==> config.mk <==
export PLATFORM = sky130hd
export DESIGN_NAME = uart_autobaud_break_wakeup
export DESIGN_NICKNAME = d
export VERILOG_FILES = /design/src/design/uart_ab_pkg.sv /design/src/design/uart_autobaud_break_wakeup.sv /design/src/design/uart_tx_buffer.sv
export VERILOG_INCLUDE_DIRS = /design/src /design/src/design
export SDC_FILE = /design/constraint.sdc
export NUM_CORES = 1
export LEC_CHECK = 0
export BUFFER_PORTS_ARGS = -buffer_cell sky130_fd_sc_hd__clkbuf_2
export CORE_UTILIZATION = 40
export CTS_CLUSTER_DIAMETER = 80
export CTS_CLUSTER_SIZE = 10
export DETAILED_ROUTE_END_ITERATION = 7
export HOLD_SLACK_MARGIN = 0.12
export PLACE_DENSITY = 0.56
export SYNTH_ARGS = -nofsm -noshare
export SYNTH_HDL_FRONTEND = slang
export SYNTH_SLANG_ARGS = --single-unit
==> constraint.sdc <==
create_clock -name clk_sys -period 3.21 [get_ports clk_sys]
set_input_delay 0 -clock clk_sys [delete_from_list [all_inputs] [get_ports clk_sys]]
set_output_delay 0 -clock clk_sys [all_outputs]
set_load 0.05 [all_outputs]
==> src/design/uart_ab_params.svh <==
`ifndef UART_AB_PARAMS_SVH
`define UART_AB_PARAMS_SVH

// ****************************************************************
// divider base clock, as a shift of the system clock
// ****************************************************************
`define BASE_SHIFT_SLOW 5'h06
`define BASE_SHIFT_MID 5'h04
`define BASE_SHIFT_FAST 5'h02
`define ABD_EXTRA_SHIFT 5'h03

// ****************************************************************
// calibration and framing counts
// ****************************************************************
`define ABD_LAST_RISE 3'h5
`define ABD_COUNT_START 16'h0001
`define DIVISOR_MAX 16'hffff
`define DIVISOR_RESET 16'h0000
`define DATA_BITS 4'h8
`define FRAME_BITS_NORMAL 4'ha
`define FRAME_BITS_BREAK 4'he
`define TX_BUF_DEPTH 2

`endif

==> src/design/uart_ab_pkg.sv <==
package uart_ab_pkg;

    typedef enum logic [3:0] {
        ABD_OFF = 4'h1,
        ABD_START = 4'h2,
        ABD_FIRST = 4'h4,
        ABD_COUNT = 4'h8
    } abd_state_t;

    typedef enum logic [3:0] {
        RX_IDLE = 4'h1,
        RX_START = 4'h2,
        RX_DATA = 4'h4,
        RX_STOP = 4'h8
    } rx_state_t;

    typedef enum logic [1:0] {
        TX_IDLE = 2'h1,
        TX_RUN = 2'h2
    } tx_state_t;

endpackage : uart_ab_pkg

==> src/design/uart_autobaud_break_wakeup.sv <==
`timescale 1ns/1ps
`include "uart_ab_params.svh"

module uart_autobaud_break_wakeup #(
    parameter int BUF_DEPTH = `TX_BUF_DEPTH
) (
    input wire logic clk_sys,
    input wire logic rst_b,
    input wire logic rx_line,
    output logic tx_line,
    input wire logic autobaud_arm_set,
    input wire logic autobaud_arm_clr,
    input wire logic wake_arm_set,
    input wire logic wake_arm_clr,
    input wire logic break_send_set,
    input wire logic transmit_enable,
    input wire logic wide_divisor_sel,
    input wire logic high_speed_sel,
    input wire logic divisor_wr,
    input wire logic [15:0] divisor_wdata,
    input wire logic overflow_clr,
    input wire logic receive_data_rd,
    input wire logic tx_valid,
    output logic tx_ready,
    input wire logic [7:0] tx_data,
    output logic autobaud_arm,
    output logic wake_arm,
    output logic break_send,
    output logic autobaud_overflow,
    output logic receive_flag,
    output logic receiver_idle,
    output logic [15:0] divisor,
    output logic [7:0] receive_data_reg,
    output logic shift_empty,
    output logic transmit_flag
);

    // ****************************************************************
    // line edges and divider timing
    // ****************************************************************
    logic rx_prev_q;
    logic rx_fall;
    logic rx_rise;
    logic [4:0] base_shift;
    logic [23:0] bit_cycles;
    logic [8:0] abd_len;
    logic [8:0] pre_q;
    logic abd_tick;

    assign rx_fall = rx_prev_q && !rx_line;
    assign rx_rise = !rx_prev_q && rx_line;

    always_ff @(posedge clk_sys or negedge rst_b) begin
        if (!rst_b) begin
            rx_prev_q <= 1'b1;
        end else begin
            rx_prev_q <= rx_line;
        end
    end

    always_comb begin
        if (!wide_divisor_sel && !high_speed_sel) begin
            base_shift = `BASE_SHIFT_SLOW;
        end else if (wide_divisor_sel && high_speed_sel) begin
            base_shift = `BASE_SHIFT_FAST;
        end else begin
            base_shift = `BASE_SHIFT_MID;
        end
    end

    // full 16-bit divisor always used; narrow mode only changes the base shift, the high half is not cleared
    assign bit_cycles = 24'(({8'h00, divisor} + 24'h00_0001) << base_shift);
    assign abd_len = 9'(10'h001 << (base_shift + `ABD_EXTRA_SHIFT));

    // ****************************************************************
    // calibration state
    // ****************************************************************
    uart_ab_pkg::abd_state_t abd_q;
    logic [2:0] rise_cnt_q;
    logic abd_done;
    logic abd_ovf_evt;
    logic abd_busy;

    assign abd_busy = (abd_q != uart_ab_pkg::ABD_OFF);
    assign abd_tick = (abd_q == uart_ab_pkg::ABD_COUNT) && (pre_q == abd_len - 9'h001);
    assign abd_done = (abd_q == uart_ab_pkg::ABD_COUNT) && rx_rise
        && (rise_cnt_q == `ABD_LAST_RISE - 3'h1);
    assign abd_ovf_evt = abd_tick && (divisor == `DIVISOR_MAX) && !abd_done;

    always_ff @(posedge clk_sys or negedge rst_b) begin
        if (!rst_b) begin
            abd_q <= uart_ab_pkg::ABD_OFF;
            rise_cnt_q <= 3'h0;
        end else if (!autobaud_arm) begin
            abd_q <= uart_ab_pkg::ABD_OFF;
            rise_cnt_q <= 3'h0;
        end else begin
            case (abd_q)
                uart_ab_pkg::ABD_OFF: begin
                    // a pending wake pushes calibration to the byte after the break
                    if (!wake_arm) begin
                        abd_q <= uart_ab_pkg::ABD_START;
                    end
                end
                uart_ab_pkg::ABD_START: begin
                    if (rx_fall) begin
                        abd_q <= uart_ab_pkg::ABD_FIRST;
                    end
                end
                uart_ab_pkg::ABD_FIRST: begin
                    if (rx_rise) begin
                        abd_q <= uart_ab_pkg::ABD_COUNT;
                        rise_cnt_q <= 3'h1;
                    end
                end
                uart_ab_pkg::ABD_COUNT: begin
                    if (abd_done) begin
                        abd_q <= uart_ab_pkg::ABD_OFF;
                        rise_cnt_q <= 3'h0;
                    end else if (rx_rise) begin
                        rise_cnt_q <= rise_cnt_q + 3'h1;
                    end
                end
                default: begin
                    abd_q <= uart_ab_pkg::ABD_OFF;
                end
            endcase
        end
    end

    always_ff @(posedge clk_sys or negedge rst_b) begin
        if (!rst_b) begin
            pre_q <= 9'h000;
        end else if (abd_q != uart_ab_pkg::ABD_COUNT || abd_tick) begin
            pre_q <= 9'h000;
        end else begin
            pre_q <= pre_q + 9'h001;
        end
    end

    // divisor pair doubles as the calibration counter
    always_ff @(posedge clk_sys or negedge rst_b) begin
        if (!rst_b) begin
            divisor <= `DIVISOR_RESET;
        end else if (abd_q == uart_ab_pkg::ABD_FIRST && rx_rise && autobaud_arm) begin
            divisor <= `ABD_COUNT_START;
        end else if (abd_tick && !abd_done) begin
            divisor <= divisor + 16'h0001;
        end else if (divisor_wr && !abd_busy) begin
            divisor <= divisor_wdata;
        end
    end

    always_ff @(posedge clk_sys or negedge rst_b) begin
        if (!rst_b) begin
            autobaud_arm <= 1'b0;
        end else if (abd_done) begin
            autobaud_arm <= 1'b0;
        end else if (autobaud_arm_set) begin
            autobaud_arm <= 1'b1;
        end else if (autobaud_arm_clr) begin
            autobaud_arm <= 1'b0;
        end
    end

    always_ff @(posedge clk_sys or negedge rst_b) begin
        if (!rst_b) begin
            autobaud_overflow <= 1'b0;
        end else if (abd_ovf_evt) begin
            autobaud_overflow <= 1'b1;
        end else if (overflow_clr) begin
            autobaud_overflow <= 1'b0;
        end
    end

    // ****************************************************************
    // wake on break
    // ****************************************************************
    logic wake_seen_q;
    logic wake_evt;
    logic wake_end;

    assign wake_evt = wake_arm && !wake_seen_q && rx_fall;
    assign wake_end = wake_arm && wake_seen_q && rx_rise;

    always_ff @(posedge clk_sys or negedge rst_b) begin
        if (!rst_b) begin
            wake_arm <= 1'b0;
            wake_seen_q <= 1'b0;
        end else begin
            if (wake_end) begin
                wake_arm <= 1'b0;
            end else if (wake_arm_set) begin
                wake_arm <= 1'b1;
            end else if (wake_arm_clr) begin
                wake_arm <= 1'b0;
            end
            if (!wake_arm || wake_end) begin
                wake_seen_q <= 1'b0;
            end else if (wake_evt) begin
                wake_seen_q <= 1'b1;
            end
        end
    end

    // ****************************************************************
    // receiver
    // ****************************************************************
    uart_ab_pkg::rx_state_t rx_q;
    logic [23:0] rx_cnt_q;
    logic [3:0] rx_bit_q;
    logic [7:0] rx_shift_q;
    logic rx_block;
    logic rx_byte_evt;

    assign rx_block = autobaud_arm || wake_arm;
    assign rx_byte_evt = (rx_q == uart_ab_pkg::RX_STOP) && (rx_cnt_q == 24'h00_0000) && !rx_block;

    always_ff @(posedge clk_sys or negedge rst_b) begin
        if (!rst_b) begin
            rx_q <= uart_ab_pkg::RX_IDLE;
            rx_cnt_q <= 24'h00_0000;
            rx_bit_q <= 4'h0;
            rx_shift_q <= 8'h00;
        end else if (rx_block) begin
            rx_q <= uart_ab_pkg::RX_IDLE;
        end else begin
            case (rx_q)
                uart_ab_pkg::RX_IDLE: begin
                    if (rx_fall) begin
                        rx_q <= uart_ab_pkg::RX_START;
                        rx_cnt_q <= bit_cycles >> 1;
                    end
                end
                uart_ab_pkg::RX_START: begin
                    if (rx_cnt_q != 24'h00_0000) begin
                        rx_cnt_q <= rx_cnt_q - 24'h00_0001;
                    end else if (!rx_line) begin
                        rx_q <= uart_ab_pkg::RX_DATA;
                        rx_cnt_q <= bit_cycles - 24'h00_0001;
                        rx_bit_q <= 4'h0;
                    end else begin
                        rx_q <= uart_ab_pkg::RX_IDLE;
                    end
                end
                uart_ab_pkg::RX_DATA: begin
                    if (rx_cnt_q != 24'h00_0000) begin
                        rx_cnt_q <= rx_cnt_q - 24'h00_0001;
                    end else begin
                        rx_shift_q <= {rx_line, rx_shift_q[7:1]};
                        rx_cnt_q <= bit_cycles - 24'h00_0001;
                        rx_bit_q <= rx_bit_q + 4'h1;
                        if (rx_bit_q == `DATA_BITS - 4'h1) begin
                            rx_q <= uart_ab_pkg::RX_STOP;
                        end
                    end
                end
                uart_ab_pkg::RX_STOP: begin
                    if (rx_cnt_q != 24'h00_0000) begin
                        rx_cnt_q <= rx_cnt_q - 24'h00_0001;
                    end else begin
                        rx_q <= uart_ab_pkg::RX_IDLE;
                    end
                end
                default: begin
                    rx_q <= uart_ab_pkg::RX_IDLE;
                end
            endcase
        end
    end

    always_ff @(posedge clk_sys or negedge rst_b) begin
        if (!rst_b) begin
            receive_data_reg <= 8'h00;
        end else if (rx_byte_evt) begin
            receive_data_reg <= rx_shift_q;
        end
    end

    // a new event in the read cycle wins, so nothing is lost
    always_ff @(posedge clk_sys or negedge rst_b) begin
        if (!rst_b) begin
            receive_flag <= 1'b0;
        end else if (abd_done || abd_ovf_evt || wake_evt || rx_byte_evt) begin
            receive_flag <= 1'b1;
        end else if (receive_data_rd) begin
            receive_flag <= 1'b0;
        end
    end

    // one cycle behind the state it reports
    always_ff @(posedge clk_sys or negedge rst_b) begin
        if (!rst_b) begin
            receiver_idle <= 1'b1;
        end else begin
            receiver_idle <= (abd_q != uart_ab_pkg::ABD_FIRST) && (abd_q != uart_ab_pkg::ABD_COUNT)
                && (rx_q == uart_ab_pkg::RX_IDLE);
        end
    end

    // ****************************************************************
    // transmitter
    // ****************************************************************
    uart_ab_pkg::tx_state_t tx_q;
    logic [13:0] tx_shift_q;
    logic [3:0] tx_left_q;
    logic [23:0] tx_cnt_q;
    logic tx_brk_q;
    logic buf_valid;
    logic [7:0] buf_data;
    logic tx_load;
    logic tx_bit_end;
    logic tx_frame_end;

    assign tx_load = (tx_q == uart_ab_pkg::TX_IDLE) && transmit_enable && buf_valid;
    assign tx_bit_end = (tx_q == uart_ab_pkg::TX_RUN) && (tx_cnt_q == 24'h00_0000);
    assign tx_frame_end = tx_bit_end && (tx_left_q == 4'h1);

    uart_tx_buffer #(
        .WIDTH(8),
        .DEPTH(BUF_DEPTH)
    ) u_tx_buffer (
        .clk_sys(clk_sys),
        .rst_b(rst_b),
        .in_valid(tx_valid),
        .in_ready(tx_ready),
        .in_data(tx_data),
        .out_valid(buf_valid),
        .out_ready(tx_load),
        .out_data(buf_data),
        .empty(transmit_flag)
    );

    always_ff @(posedge clk_sys or negedge rst_b) begin
        if (!rst_b) begin
            tx_q <= uart_ab_pkg::TX_IDLE;
            tx_shift_q <= 14'h3fff;
            tx_left_q <= 4'h0;
            tx_cnt_q <= 24'h00_0000;
            tx_brk_q <= 1'b0;
        end else begin
            case (tx_q)
                uart_ab_pkg::TX_IDLE: begin
                    if (tx_load) begin
                        tx_q <= uart_ab_pkg::TX_RUN;
                        tx_cnt_q <= bit_cycles - 24'h00_0001;
                        tx_brk_q <= break_send;
                        if (break_send) begin
                            // written value dropped, all zeros sent
                            tx_shift_q <= {1'b1, 12'h000, 1'b0};
                            tx_left_q <= `FRAME_BITS_BREAK;
                        end else begin
                            tx_shift_q <= {4'hf, 1'b1, buf_data, 1'b0};
                            tx_left_q <= `FRAME_BITS_NORMAL;
                        end
                    end
                end
                uart_ab_pkg::TX_RUN: begin
                    if (tx_frame_end) begin
                        tx_q <= uart_ab_pkg::TX_IDLE;
                        tx_left_q <= 4'h0;
                        tx_brk_q <= 1'b0;
                    end else if (tx_bit_end) begin
                        tx_shift_q <= {1'b1, tx_shift_q[13:1]};
                        tx_left_q <= tx_left_q - 4'h1;
                        tx_cnt_q <= bit_cycles - 24'h00_0001;
                    end else begin
                        tx_cnt_q <= tx_cnt_q - 24'h00_0001;
                    end
                end
                default: begin
                    tx_q <= uart_ab_pkg::TX_IDLE;
                end
            endcase
        end
    end

    always_ff @(posedge clk_sys or negedge rst_b) begin
        if (!rst_b) begin
            tx_line <= 1'b1;
            shift_empty <= 1'b1;
        end else begin
            tx_line <= (tx_q == uart_ab_pkg::TX_RUN) ? tx_shift_q[0] : 1'b1;
            shift_empty <= (tx_q == uart_ab_pkg::TX_IDLE) && !tx_load;
        end
    end

    // queued sync byte goes out only once the break frame has finished
    always_ff @(posedge clk_sys or negedge rst_b) begin
        if (!rst_b) begin
            break_send <= 1'b0;
        end else if (break_send_set) begin
            break_send <= 1'b1;
        end else if (tx_frame_end && tx_brk_q) begin
            break_send <= 1'b0;
        end
    end

endmodule : uart_autobaud_break_wakeup

==> src/design/uart_tx_buffer.sv <==
`timescale 1ns/1ps

module uart_tx_buffer #(
    parameter int WIDTH = 8,
    parameter int DEPTH = 2
) (
    input wire logic clk_sys,
    input wire logic rst_b,
    input wire logic in_valid,
    output logic in_ready,
    input wire logic [WIDTH-1:0] in_data,
    output logic out_valid,
    input wire logic out_ready,
    output logic [WIDTH-1:0] out_data,
    output logic empty
);
    localparam int PW = (DEPTH > 1) ? $clog2(DEPTH) : 1;
    localparam int CW = $clog2(DEPTH + 1);

    logic [WIDTH-1:0] mem [DEPTH];
    logic [PW-1:0] wr_ptr_q;
    logic [PW-1:0] rd_ptr_q;
    logic [CW-1:0] count_q;
    logic [CW-1:0] count_d;
    logic push;
    logic pop;

    assign push = in_valid && in_ready;
    assign pop = out_valid && out_ready;
    assign out_data = mem[rd_ptr_q];

    always_comb begin
        count_d = count_q;
        if (push && !pop) begin
            count_d = count_q + CW'(1);
        end else if (pop && !push) begin
            count_d = count_q - CW'(1);
        end
    end

    // ready and valid are flops loaded from count_d, so they track count_q with no cycle of lag and no combinational path
    always_ff @(posedge clk_sys or negedge rst_b) begin
        if (!rst_b) begin
            count_q <= '0;
            in_ready <= 1'b1;
            out_valid <= 1'b0;
            empty <= 1'b1;
        end else begin
            count_q <= count_d;
            in_ready <= (count_d < CW'(DEPTH));
            out_valid <= (count_d != '0);
            empty <= (count_d == '0);
        end
    end

    always_ff @(posedge clk_sys or negedge rst_b) begin
        if (!rst_b) begin
            wr_ptr_q <= '0;
            rd_ptr_q <= '0;
        end else begin
            if (push) begin
                wr_ptr_q <= (wr_ptr_q == PW'(DEPTH - 1)) ? '0 : wr_ptr_q + PW'(1);
            end
            if (pop) begin
                rd_ptr_q <= (rd_ptr_q == PW'(DEPTH - 1)) ? '0 : rd_ptr_q + PW'(1);
            end
        end
    end

    always_ff @(posedge clk_sys) begin
        if (push) begin
            mem[wr_ptr_q] <= in_data;
        end
    end

endmodule : uart_tx_buffer

==> metrics.md <==
| Metric | Value |
|---|---|
| EDFF count, synth | `16` |
| Maxcap violations | `0` |
| Die ar. | `0.0253 mm²` |
| Clock Skew | `0.0177 ns` |
| Final setup fails | `0` |
| # clock sinks | `157` |
| Layout cells sized above 1 | `0.210` |
| Placement-stage worst setup slack | `0.136 ns` |
| Netlist cell types | `93` |
| Arrival @ worst endpoint | `3.38 ns` |
| Die X | `159 µm` |
| Post-synthesis cell area | `0.00985 mm²` |
| Antenna diode count | `0` |
| TritonCTS Buffers | `17` |
| Crit path kind | `register to register` |
| Pwr/cell area | `829 mW/mm²` |
| Total track usage | `0.226` |
| Layout Nets | `1,292` |
| DP Cell Count | `1,505` |
| Status | `finished, final reports clean` |
| Reg2reg start | `divisor[0]` |
| Port bufs | `72` |
| Hold Worst Slack | `0.114 ns` |
| Reg2reg path depth | `11` |
| Num rows | `57` |
| Ys Warns | `0` |
| Worst-path maximum fanout | `9` |
| Crit path capture type | `register` |
| Vias in the first global route | `8,683` |
| Area grow syn2layout | `20.3%` |
| H-tree levels | `4` |
| Routed vias | `9,016` |
| Reg-to-reg endpoint | `tx_cnt_q[22]` |
| Drt pass-1 iters | `7` |
| RSZ-0062 raised after global routing | `true` |
| Largest net degree at the start of global routing | `66` |
| Worst-Skew Late Latency | `0.45 ns` |
| Mean post-synth cell area | `8.86 µm²` |
| IO Pins | `73` |
| Fin. max-slew vios | `0` |
| CP Data Required Time | `3.52 ns` |
| Routability-driven placement congestion ratio | `0.936` |
| First-pass GRT wire length | `45.8 mm` |
| IR drop worst, VDD | `0.000383 V` |
| Initial antenna violation count | `1` |
| Antenna Nets Post-Route | `0` |
| Flops & latches, synth | `157` |
| WL final | `28.1 mm` |
| Total gr overflow | `0` |
| Post-Synthesis Cells | `1,112` |
| FF-to-FF setup slack | `0.14 ns` |
| Ys flop type | `dfrtp_1` |
| Final Hold Fails | `0` |
| Drt drc | `0` |
| PnR worst setup slack | `0.143 ns` |
| Worst slew margin | `0.479` |
| Die height | `159 µm` |
| Clk root buf | `clkbuf_16` |
| Initial core utilization | `0.406` |
| Commonest non-fill, non-tap cell in the layout | `dfrtp_1` |
| Largest regs | `rx_cnt_q (24), tx_cnt_q (24)` |
| Fraction of registers with async set/reset | `0.898` |
| Clock period minus worst slack | `3.07 ns` |
| Most frequent cells in the layout | `dfrtp_1, nor2_1, nand2_1` |
| Final cycle utilization of the critical path | `0.955` |
| Leakage | `0.00491 µW` |
| Vias per cell | `5.72` |
| Total core area | `0.0242 mm²` |
| CTS Buffer Depth | `2` |
| Worst slew pin tran | `0.774 ns` |
| Hold crit path type | `primary input to async pin` |
| CTS tree | `done` |
| Max Fclk | `326 MHz` |
| Post-DP HPWL | `19.8 mm` |
| Starting DRC count in detailed routing | `591` |
| Seq/Total Area, Yosys | `0.410` |
| Critical Path Start Type | `register` |
| Mapped Nets | `1,164` |
| Post-Layout Cell Count | `1,577` |
| CTS clk-pin slew, worst paths | `0.08 ns` |
| Avg WL per Cell | `17.8 µm` |
==> worst max-delay path: stages, from the launching register on <==
cell and delay [ns]:
dfrtp_2 0.41, buf_4 0.16, and3_1 0.27, a311oi_1 0.33, a311oi_1 0.09, buf_4 0.15, a22o_1 0.27, nor3_4 0.31
nand3_2 0.21, o31ai_1 0.32, nor3b_1 0.34, nor2_1 0.07
==> worst max-delay path by stage <==
stage	slack [ns]	startpoint	end
after floorplan	0.02	divisor[1]	tx_cnt_q[17]
after global placement	0.15	divisor[1]	tx_cnt_q[22]
after detailed placement	0.14	divisor[1]	rx_cnt_q[22]
after CTS	0.11	divisor[1]	tx_cnt_q[22]
after global routing	-0.009	divisor[11]	tx_cnt_q[22]
final	0.14	divisor[0]	tx_cnt_q[22]
==> routing by layer <==
layer  vias to the layer above  routed length (µm)  global-route usage
li1                       4351                   -                   -
met1                      4349               12700               0.302
met2                       258               13100               0.362
met3                        56                1430              0.0386
met4                         2                 844              0.0944
met5                         -                  12                   0
==> synthesized netlist by cell type (all sizes together) (6+ instances only) <==
| library cell | n | area share |
|---|---|---|
| dfrtp | 119 | 0.30 |
| and2 | 11 | 0.0070 |
| o221ai | 7 | 0.0062 |
| buf | 31 | 0.018 |
| a31oi | 11 | 0.0076 |
| o22ai | 13 | 0.0083 |
| xor2 | 21 | 0.019 |
| a311oi | 6 | 0.0060 |
| ha | 13 | 0.017 |
| a21oi | 79 | 0.042 |
| mux2i | 12 | 0.012 |
| a22oi | 10 | 0.0076 |
| nand2 | 100 | 0.039 |
| nand3 | 41 | 0.022 |
| a221oi | 11 | 0.0098 |
| nor4b | 6 | 0.0081 |
| edfxtp | 16 | 0.049 |
| nand2b | 9 | 0.0057 |
| or3 | 7 | 0.0050 |
| dfstp | 22 | 0.059 |
| nor2 | 118 | 0.048 |
| o21ai | 115 | 0.058 |
| nor2b | 15 | 0.0095 |
| clkbuf | 35 | 0.013 |
| inv | 27 | 0.010 |
| xnor2 | 30 | 0.027 |
| nor3b | 10 | 0.0076 |
| nand4 | 14 | 0.011 |
| a21o | 7 | 0.0053 |
| and3 | 14 | 0.0089 |
| nor4 | 25 | 0.019 |
| or4 | 6 | 0.0050 |
| nand3b | 6 | 0.0046 |
| o41ai | 6 | 0.0061 |
| nor3 | 38 | 0.020 |
| mux2 | 27 | 0.031 |
==> power breakdown <==
group | switching [µW] | internal (µW) | total (µW)
Clock | 992 | 1040 | 2030
Combinational | 2850 | 1680 | 4540
Sequential | 627 | 2630 | 3260
Total | 4470 | 5350 | 9820
==> cell type report <==
cell class / instances / area, µm²
flip-flops and latches: 157 / 4040
multi-input cells: 862 / 5470
fillers: 2361 / 12400
clock buffers: 17 / 425
repair buffers: 175 / 1260
inverters: 27 / 101
well taps: 324 / 405
clock inverters: 15 / 149
==> timing repair <==
action / CTS / global route
hold buffers: 39 / 0
setup buffers: 0 / 1
resized for setup: 0 / 12
setup endpoints to repair: 0 / 11
endpoints found under the hold margin: 155 / 0
==> through the flow <==
stage / util / cell area (µm²) / total power, µW / TNS (ns)
detailed placement: 0.446 / 10800 / 7680 / 0
finish: 0.489 / 11900 / 9820 / 0
CTS: 0.486 / 11800 / 9790 / 0
floorplan: - / 9850 / 6310 / 0
global placement: 0.446 / 10800 / 7630 / 0
global route: 0.489 / 11900 / 10500 / -0.00905
==> logic make-up (layout without fill, tap and decap cells) <==
logic type | Yosys count | after routing | synth area share
xor+xnor | 51 | 51 | 0.0453
mux | 39 | 39 | 0.0434
fa+ha+maj | 13 | 13 | 0.0165
flops | 157 | 157 | 0.410
simple gates | 433 | 433 | 0.233
compound gates | 326 | 326 | 0.211
buf+inv | 93 | 234 | 0.0415
No activity file was read; power rests on OpenSTA's default activity.
